[src/hdl/src_cfg_pkg.sv]
// Purpose: Constants for the input channel twelve source configuration register
// Assumes: 8-bit register reached over a plain address/strobe port
// Notes:   Offsets, field positions and codes named once here
package src_cfg_pkg;
    localparam int          ADDR_W             = 8;
    localparam int          DATA_W             = 8;
    localparam logic [7:0]  SRC_CFG_OFFSET     = 8'h2b;
    localparam logic [7:0]  SRC_CFG_RESET      = 8'h01;
    localparam int          PREDIV_SEL_BIT     = 7;
    localparam int          FIXED_8K_SEL_BIT   = 6;
    localparam int          BUCKET_LSB         = 4;
    localparam int          FREQ_LSB           = 0;
    localparam int          FREQ_W             = 4;

    // Nominal source frequency codes
    localparam logic [3:0]  FREQ_8K            = 4'h0;
    localparam logic [3:0]  FREQ_T1_E1         = 4'h1;
    localparam logic [3:0]  FREQ_6M48          = 4'h2;
    localparam logic [3:0]  FREQ_19M44         = 4'h3;
    localparam logic [3:0]  FREQ_25M92         = 4'h4;
    localparam logic [3:0]  FREQ_38M88         = 4'h5;
    localparam logic [3:0]  FREQ_51M84         = 4'h6;
    localparam logic [3:0]  FREQ_77M76         = 4'h7;
    localparam logic [3:0]  FREQ_155M52        = 4'h8;
    localparam logic [3:0]  FREQ_2K            = 4'h9;
    localparam logic [3:0]  FREQ_4K            = 4'ha;

    // Loop path choices
    typedef enum logic [1:0] {PATH_DIRECT, PATH_PREDIV, PATH_FIXED_8K} path_e;

    // Decoded nominal rate, binary coded enum
    typedef enum logic [3:0] {
        RATE_8K, RATE_1544K, RATE_2048K, RATE_6M48, RATE_19M44, RATE_25M92,
        RATE_38M88, RATE_51M84, RATE_77M76, RATE_155M52, RATE_2K, RATE_4K,
        RATE_RESERVED
    } rate_e;
endpackage : src_cfg_pkg

[src/hdl/input_ref_channel_config.sv]
// Function
// - Bit 7 routes channel through programmable pre-divider
// - Bit 6 routes channel through fixed 8 kHz divider
// - Pre-divider select overrides fixed divider select
// - Channel owns a private leaky-bucket accumulator
// - Bits 5:4 pick one of four bucket configurations
// - Bits 3:0 give nominal source frequency code
//
// Purpose: Configuration register for input channel twelve and its path decode
// Assumes: Single 200 MHz clock, synchronous active-high reset
// Notes:   Read data valid only in the cycle after the read strobe
//
// Implementation choice: the strobed register port.
`timescale 1ns/10ps
module input_ref_channel_config
    import src_cfg_pkg::*;
(
    input  wire logic              sys_clk_i,
    input  wire logic              reset_i,
    input  wire logic [ADDR_W-1:0] addr_i,
    input  wire logic [DATA_W-1:0] wdata_i,
    input  wire logic              wr_i,
    input  wire logic              rd_i,
    input  wire logic              sonet_sdh_rate_select_i,
    output logic      [DATA_W-1:0] rdata_o,
    output logic                   prediv_path_o,
    output logic                   fixed_eight_khz_path_o,
    output logic                   direct_path_o,
    output logic      [1:0]        activity_bucket_select_o,
    output logic      [FREQ_W-1:0] freq_code_o,
    output rate_e                  rate_o,
    output logic                   freq_reserved_o,
    output logic                   freq_mismatch_o
);
    logic [DATA_W-1:0] cfg_ff;
    logic              sel_hit;
    path_e             nxt_path;

    // Frequency field of a configuration word
    function automatic logic [FREQ_W-1:0] freq_field(input logic [DATA_W-1:0] word);
        return word[FREQ_LSB +: FREQ_W];
    endfunction : freq_field

    // Bucket field of a configuration word
    function automatic logic [1:0] bucket_field(input logic [DATA_W-1:0] word);
        return word[BUCKET_LSB +: 2];
    endfunction : bucket_field

    // Address decode for the single register
    assign sel_hit = (addr_i == SRC_CFG_OFFSET);

    // Configuration storage
    always_ff @(posedge sys_clk_i) begin
        if (reset_i) begin
            cfg_ff <= SRC_CFG_RESET;
        end else if (wr_i && sel_hit) begin
            cfg_ff <= wdata_i;
        end
    end

    // Read port, unmapped addresses read zero
    always_ff @(posedge sys_clk_i) begin
        if (reset_i) begin
            rdata_o <= '0;
        end else if (rd_i) begin
            rdata_o <= sel_hit ? cfg_ff : '0;
        end else begin
            rdata_o <= '0;
        end
    end

    // Path choice with pre-divider taking priority
    always_comb begin
        if (cfg_ff[PREDIV_SEL_BIT]) begin
            nxt_path = PATH_PREDIV;
        end else if (cfg_ff[FIXED_8K_SEL_BIT]) begin
            nxt_path = PATH_FIXED_8K;
        end else begin
            nxt_path = PATH_DIRECT;
        end
    end

    // Registered path steering to loop and monitor
    always_ff @(posedge sys_clk_i) begin
        if (reset_i) begin
            prediv_path_o          <= 1'b0;
            fixed_eight_khz_path_o <= 1'b0;
            direct_path_o          <= 1'b1;
        end else begin
            prediv_path_o          <= (nxt_path == PATH_PREDIV);
            fixed_eight_khz_path_o <= (nxt_path == PATH_FIXED_8K);
            direct_path_o          <= (nxt_path == PATH_DIRECT);
        end
    end

    // Bucket choice for this channel's own accumulator
    always_ff @(posedge sys_clk_i) begin
        if (reset_i) begin
            activity_bucket_select_o <= bucket_field(SRC_CFG_RESET);
        end else begin
            activity_bucket_select_o <= bucket_field(cfg_ff);
        end
    end

    // Frequency field and advisory mismatch flag
    always_ff @(posedge sys_clk_i) begin
        if (reset_i) begin
            freq_code_o     <= freq_field(SRC_CFG_RESET);
            freq_mismatch_o <= 1'b0;
        end else begin
            freq_code_o     <= freq_field(cfg_ff);
            freq_mismatch_o <= cfg_ff[PREDIV_SEL_BIT]
                               && (freq_field(cfg_ff) != FREQ_8K);
        end
    end

    // Rate decode of the frequency field
    freq_code_decode u_decode (
        .sys_clk_i               (sys_clk_i),
        .reset_i                 (reset_i),
        .freq_code_i             (freq_field(cfg_ff)),
        .sonet_sdh_rate_select_i (sonet_sdh_rate_select_i),
        .rate_o                  (rate_o),
        .reserved_o              (freq_reserved_o)
    );
endmodule : input_ref_channel_config

[src/hdl/freq_code_decode.sv]
// Purpose: Decode the nominal frequency code into a rate
// Assumes: Registered output, one cycle after the inputs
// Notes:   Unused codes report as reserved
`timescale 1ns/10ps
module freq_code_decode
    import src_cfg_pkg::*;
(
    input  wire logic              sys_clk_i,
    input  wire logic              reset_i,
    input  wire logic [FREQ_W-1:0] freq_code_i,
    input  wire logic              sonet_sdh_rate_select_i,
    output rate_e                  rate_o,
    output logic                   reserved_o
);
    rate_e nxt_rate;

    // Map code to rate, SONET/SDH bit picks 1544 or 2048 kHz
    always_comb begin
        case (freq_code_i)
            FREQ_8K:     nxt_rate = RATE_8K;
            FREQ_T1_E1:  nxt_rate = sonet_sdh_rate_select_i ? RATE_1544K : RATE_2048K;
            FREQ_6M48:   nxt_rate = RATE_6M48;
            FREQ_19M44:  nxt_rate = RATE_19M44;
            FREQ_25M92:  nxt_rate = RATE_25M92;
            FREQ_38M88:  nxt_rate = RATE_38M88;
            FREQ_51M84:  nxt_rate = RATE_51M84;
            FREQ_77M76:  nxt_rate = RATE_77M76;
            FREQ_155M52: nxt_rate = RATE_155M52;
            FREQ_2K:     nxt_rate = RATE_2K;
            FREQ_4K:     nxt_rate = RATE_4K;
            default:     nxt_rate = RATE_RESERVED;
        endcase
    end

    // Register decoded rate
    always_ff @(posedge sys_clk_i) begin
        if (reset_i) begin
            rate_o     <= RATE_2048K;
            reserved_o <= 1'b0;
        end else begin
            rate_o     <= nxt_rate;
            reserved_o <= (nxt_rate == RATE_RESERVED);
        end
    end
endmodule : freq_code_decode

[config.mk]
export PLATFORM = sky130hd
export DESIGN_NAME = input_ref_channel_config
export DESIGN_NICKNAME = d
export VERILOG_FILES = /design/src/hdl/src_cfg_pkg.sv /design/src/hdl/input_ref_channel_config.sv /design/src/hdl/freq_code_decode.sv
export SDC_FILE = /design/constraint.sdc
export NUM_CORES = 1
export LEC_CHECK = 0
export ABC_AREA = 1
export ABC_CLOCK_PERIOD_IN_PS = 1000
export BUFFER_PORTS_ARGS = -buffer_cell sky130_fd_sc_hd__buf_2
export CORE_UTILIZATION = 37
export CTS_CLUSTER_DIAMETER = 120
export DETAILED_ROUTE_END_ITERATION = 12
export SYNTH_ARGS = -nofsm -noshare
export SYNTH_HDL_FRONTEND = slang
export SYNTH_HIERARCHICAL = 1
export SYNTH_SLANG_ARGS = --single-unit
[constraint.sdc]
create_clock -name sys_clk_i -period 1 [get_ports sys_clk_i]
set_input_delay 0.2 -clock sys_clk_i [delete_from_list [all_inputs] [get_ports sys_clk_i]]
set_output_delay 0.2 -clock sys_clk_i [all_outputs]
set_load 0.02 [all_outputs]
==> reports/qor.log <==
[detailed_routing] number of detailed-routing iterations run before antenna repair 4
[cells_and_area] area added between synthesis and finish 40.02%
[floorplanning] number of placement rows 20
[grt] wire length of the first global-routing pass 3.560 mm
[floorplanning] starting density of the core 39.60%
[clock_tree] cell chosen for the clock root sky130_fd_sc_hd__clkbuf_4
[cells_and_area] Final nets 216
[clock_tree] maximum clock path buffer count 2
[synth] compound-gate portion of the synthesized area 1.731%
[sta] number of endpoints with negative hold slack in the final report 0
[floorplanning] area of the die 3555 µm²
[grt] total grt overflow 0
[clock_tree] CTS HTree Levels 2
[setup_path] critical path fanouts, max 1
[sta] number of pins exceeding their max-slew limit in the final report 0
[synth] dominant combinational cell family by area after synthesis simple AND/OR/NAND/NOR gates
[sta] maximum clock skew at final layout 6.731 ps
[sta] final worst-path cycle share 98.04%
[synth] total nets after synthesis 167
[sta] final setup violation count 0
[detailed_routing] via total after detailed routing 1,001
[synth] Post-Synthesis Cells 146
[setup_path] delay of the slowest cell on the worst path 330 ps
[synth] netlist area before placement 1229 µm²
[synth] share of synthesized area spent on multiplexers 0%
[setup_path] crit path cell chain buf_6
[sta] time the final worst path needs with I/O delays and setup 980.4 ps
[detailed_routing] post-route DRC violation count 0
[setup_path] cell with the largest stage delay on the worst path sky130_fd_sc_hd__dfxtp_2
[cells_and_area] most frequent standard cell in the layout excluding fill and tap cells sky130_fd_sc_hd__inv_1
[detailed_routing] Total Wirelength 2.232 mm
[floorplanning] horizontal die dimension 59.63 µm
[placed_design] number of buffer cells added on primary ports 43
[clock_tree] number of buffers created by CTS 5
[synth] simple logic cell fraction of the synthesized area 35.85%
[cells_and_area] fraction of final layout cells with drive strength greater than 1 46.94%
[run] count of max-cap constraint violations 0
[grt] overall global routing resource usage 14.28%
[sta] Max transition margin 82.87%
[grt] number of antenna violations at the first check in global routing 0
[synth] number of synthesized register bits 31
[sta] RSZ-0062 raised after global routing true
[floorplanning] Die Y-Extent 59.63 µm
[power] overall power after layout 2.188 mW
[setup_path] CP top delay family flip-flops
[synth] sequential element share of the synthesized area 50.51%
[placed_design] gpl congestion 0.7713
[power] leakage component of the power 0.8363 nW
[clock_tree] CTS tree built
[setup_path] Crit path buffers/inverters 1
[detailed_routing] count of routing violations after the opening detailed-route iteration 17
[floorplanning] Boundary Pins 44
[detailed_routing] average wire length per cell after detail routing 9.300 µm
[synth] number of distinct library cell variants in the gate-level netlist after synthesis 19
[detailed_routing] number of nets still failing antenna checks after routing 0
[clock_tree] number of clock sinks 31
[grt] maximum number of pins on one net before global-route repair 12
[outcome] outcome completed
[synth] share of synthesized cell area in full adder, half adder and majority cells 0%
[placed_design] pre-CTS worst setup slack -49.96 ps
[floorplanning] Placeable Area 3103 µm²
[clock_tree] post-CTS setup repair buffer count 0
[synth] Mean Syn Cell Area 8.416 µm²
[grt] via count of the first global-routing pass 881
[cells_and_area] leading cell types in the layout, fill and taps excluded 33 x sky130_fd_sc_hd__inv_1, 25 x sky130_fd_sc_hd__nand2_1, 21 x sky130_fd_sc_hd__buf_6
[detailed_routing] number of vias per cell after detailed routing 4.171
[setup_path] Crit. End Element output pin
[setup_path] type of the worst setup path register to output pin
[power] peak ir drop on the vdd network 547.5 µV
[setup_path] data required time at the worst endpoint 800 ps
[sta] setup ws final 19.62 ps
[clock_tree] Clock Latency Late Sink 330 ps
[setup_path] worst endpoint data arrival time 780 ps
[synth] number of warnings printed during yosys synthesis 6
[setup_path] Worst Setup Start Kind register
[sta] fmax 1020 MHz
[hold_path] path class of the lowest-slack min-delay path input port to register
[sta] Total Neg Setup Slack 0 ps
[cells_and_area] Antenna Diode Count 0
[sta] actual slew at the worst max-slew pin 255.4 ps
[power] PwrDens 1272 nW/µm²
[placed_design] post-DP HPWL 1.647 mm
[synth] share of the synthesized netlist area taken by xor and xnor gates 0%
[clock_tree] Clock Pin Slew Worst Setup and Hold Paths 90 ps
[logic make-up after synthesis]
logic type | after synthesis
simple gates | 76
buf+inv | 36
flops | 31
compound gates | 3
[registers in the layout, summed over array words and instances, names as in the netlist]
| name | cells |
|---|---|
| activity_bucket_select_o | 2 |
| cfg_ff | 8 |
| direct_path_o | 1 |
| fixed_eight_khz_path_o | 1 |
| freq_code_o | 4 |
| freq_mismatch_o | 1 |
| prediv_path_o | 1 |
| rdata_o | 8 |
| u_decode/rate_o | 4 |
| u_decode/reserved_o | 1 |
[power breakdown]
part	internal (mW)	switching, mW
combinational	0.0599	0.0823
sequential	1.24	0.00274
clock	0.413	0.391
[metal layers]
| metal | GRT usage [%] | wire length, µm | up-vias |
|---|---|---|---|
| li1 | - | - | 546 |
| met1 | 16.49 | 1048 | 411 |
| met2 | 21.67 | 977 | 37 |
| met3 | 6.114 | 142 | 7 |
| met4 | 8.970 | 63 | 0 |
| met5 | 0 | 0 | - |
[worst reg2reg max path: cells and delay by family (launching register included)]
family / cells / cell delay, ps
flops: 1 / 420
simple gates: 4 / 310
buf+inv: 2 / 130
[cells in the mapped netlist]
library cell / n / area share, %
sky130_fd_sc_hd__nor3_1: 5 / 2.0
sky130_fd_sc_hd__nand2_1: 25 / 7.6
sky130_fd_sc_hd__buf_2: 1 / 0.41
sky130_fd_sc_hd__nor2_2: 8 / 4.1
sky130_fd_sc_hd__nor2_8: 2 / 3.3
sky130_fd_sc_hd__a41oi_1: 1 / 0.71
sky130_fd_sc_hd__nand3_4: 2 / 2.9
sky130_fd_sc_hd__inv_1: 33 / 10
sky130_fd_sc_hd__nor3_2: 4 / 3.3
sky130_fd_sc_hd__clkbuf_8: 1 / 1.1
sky130_fd_sc_hd__nor2_1: 10 / 3.1
sky130_fd_sc_hd__dfxtp_1: 31 / 51
sky130_fd_sc_hd__nand3_1: 6 / 2.4
sky130_fd_sc_hd__nand2_2: 4 / 2.0
sky130_fd_sc_hd__nand3b_1: 1 / 0.61
sky130_fd_sc_hd__nand4_1: 9 / 4.6
sky130_fd_sc_hd__o21ai_0: 1 / 0.41
sky130_fd_sc_hd__a211oi_1: 1 / 0.61
sky130_fd_sc_hd__clkinv_1: 1 / 0.31
[final cells by class]
cell class,instances,area (µm²)
clock buffer,8,68.82
fill,324,1383
inverter,34,127.6
multi-input combinational,79,464.2
sequential,31,645.6
tap,44,55.05
timing repair buffer,44,359.1
[timing repair]
item | CTS | global route
setup endpoints to repair | 20 | 25
gates resized for setup | 25 | 40
hold endpoints to repair | 0 | 0
hold buffers | 0 | 0
[stage by stage]
| step | utilization (%) | area (µm²) | hold WS (ps) | std cells |
|---|---|---|---|---|
| after floorplan | - | 1229 | 276.8 | 146 |
| after global placement | 47.94 | 1488 | 423.9 | 232 |
| after detailed placement | 47.94 | 1488 | 434.4 | 232 |
| after CTS | 52.30 | 1623 | 117.1 | 240 |
| after global routing | 55.44 | 1720 | 131.8 | 240 |
| final | 55.44 | 1720 | 122.9 | 240 |
[path summary, 6_finish.rpt]
| path | start | cells past startpoint | to | slack, ps |
|---|---|---|---|---|
| min | reset_i | 2 | freq_code_o[2] | 120 |
| min reg2reg | cfg_ff[6] | 1 | direct_path_o | 440 |
| max reg2reg | cfg_ff[3] | 6 | u_decode/rate_o[0] | 90 |
| max | freq_mismatch_o | 1 | freq_mismatch_o | 20 |
(Power assumes the default switching activity.)
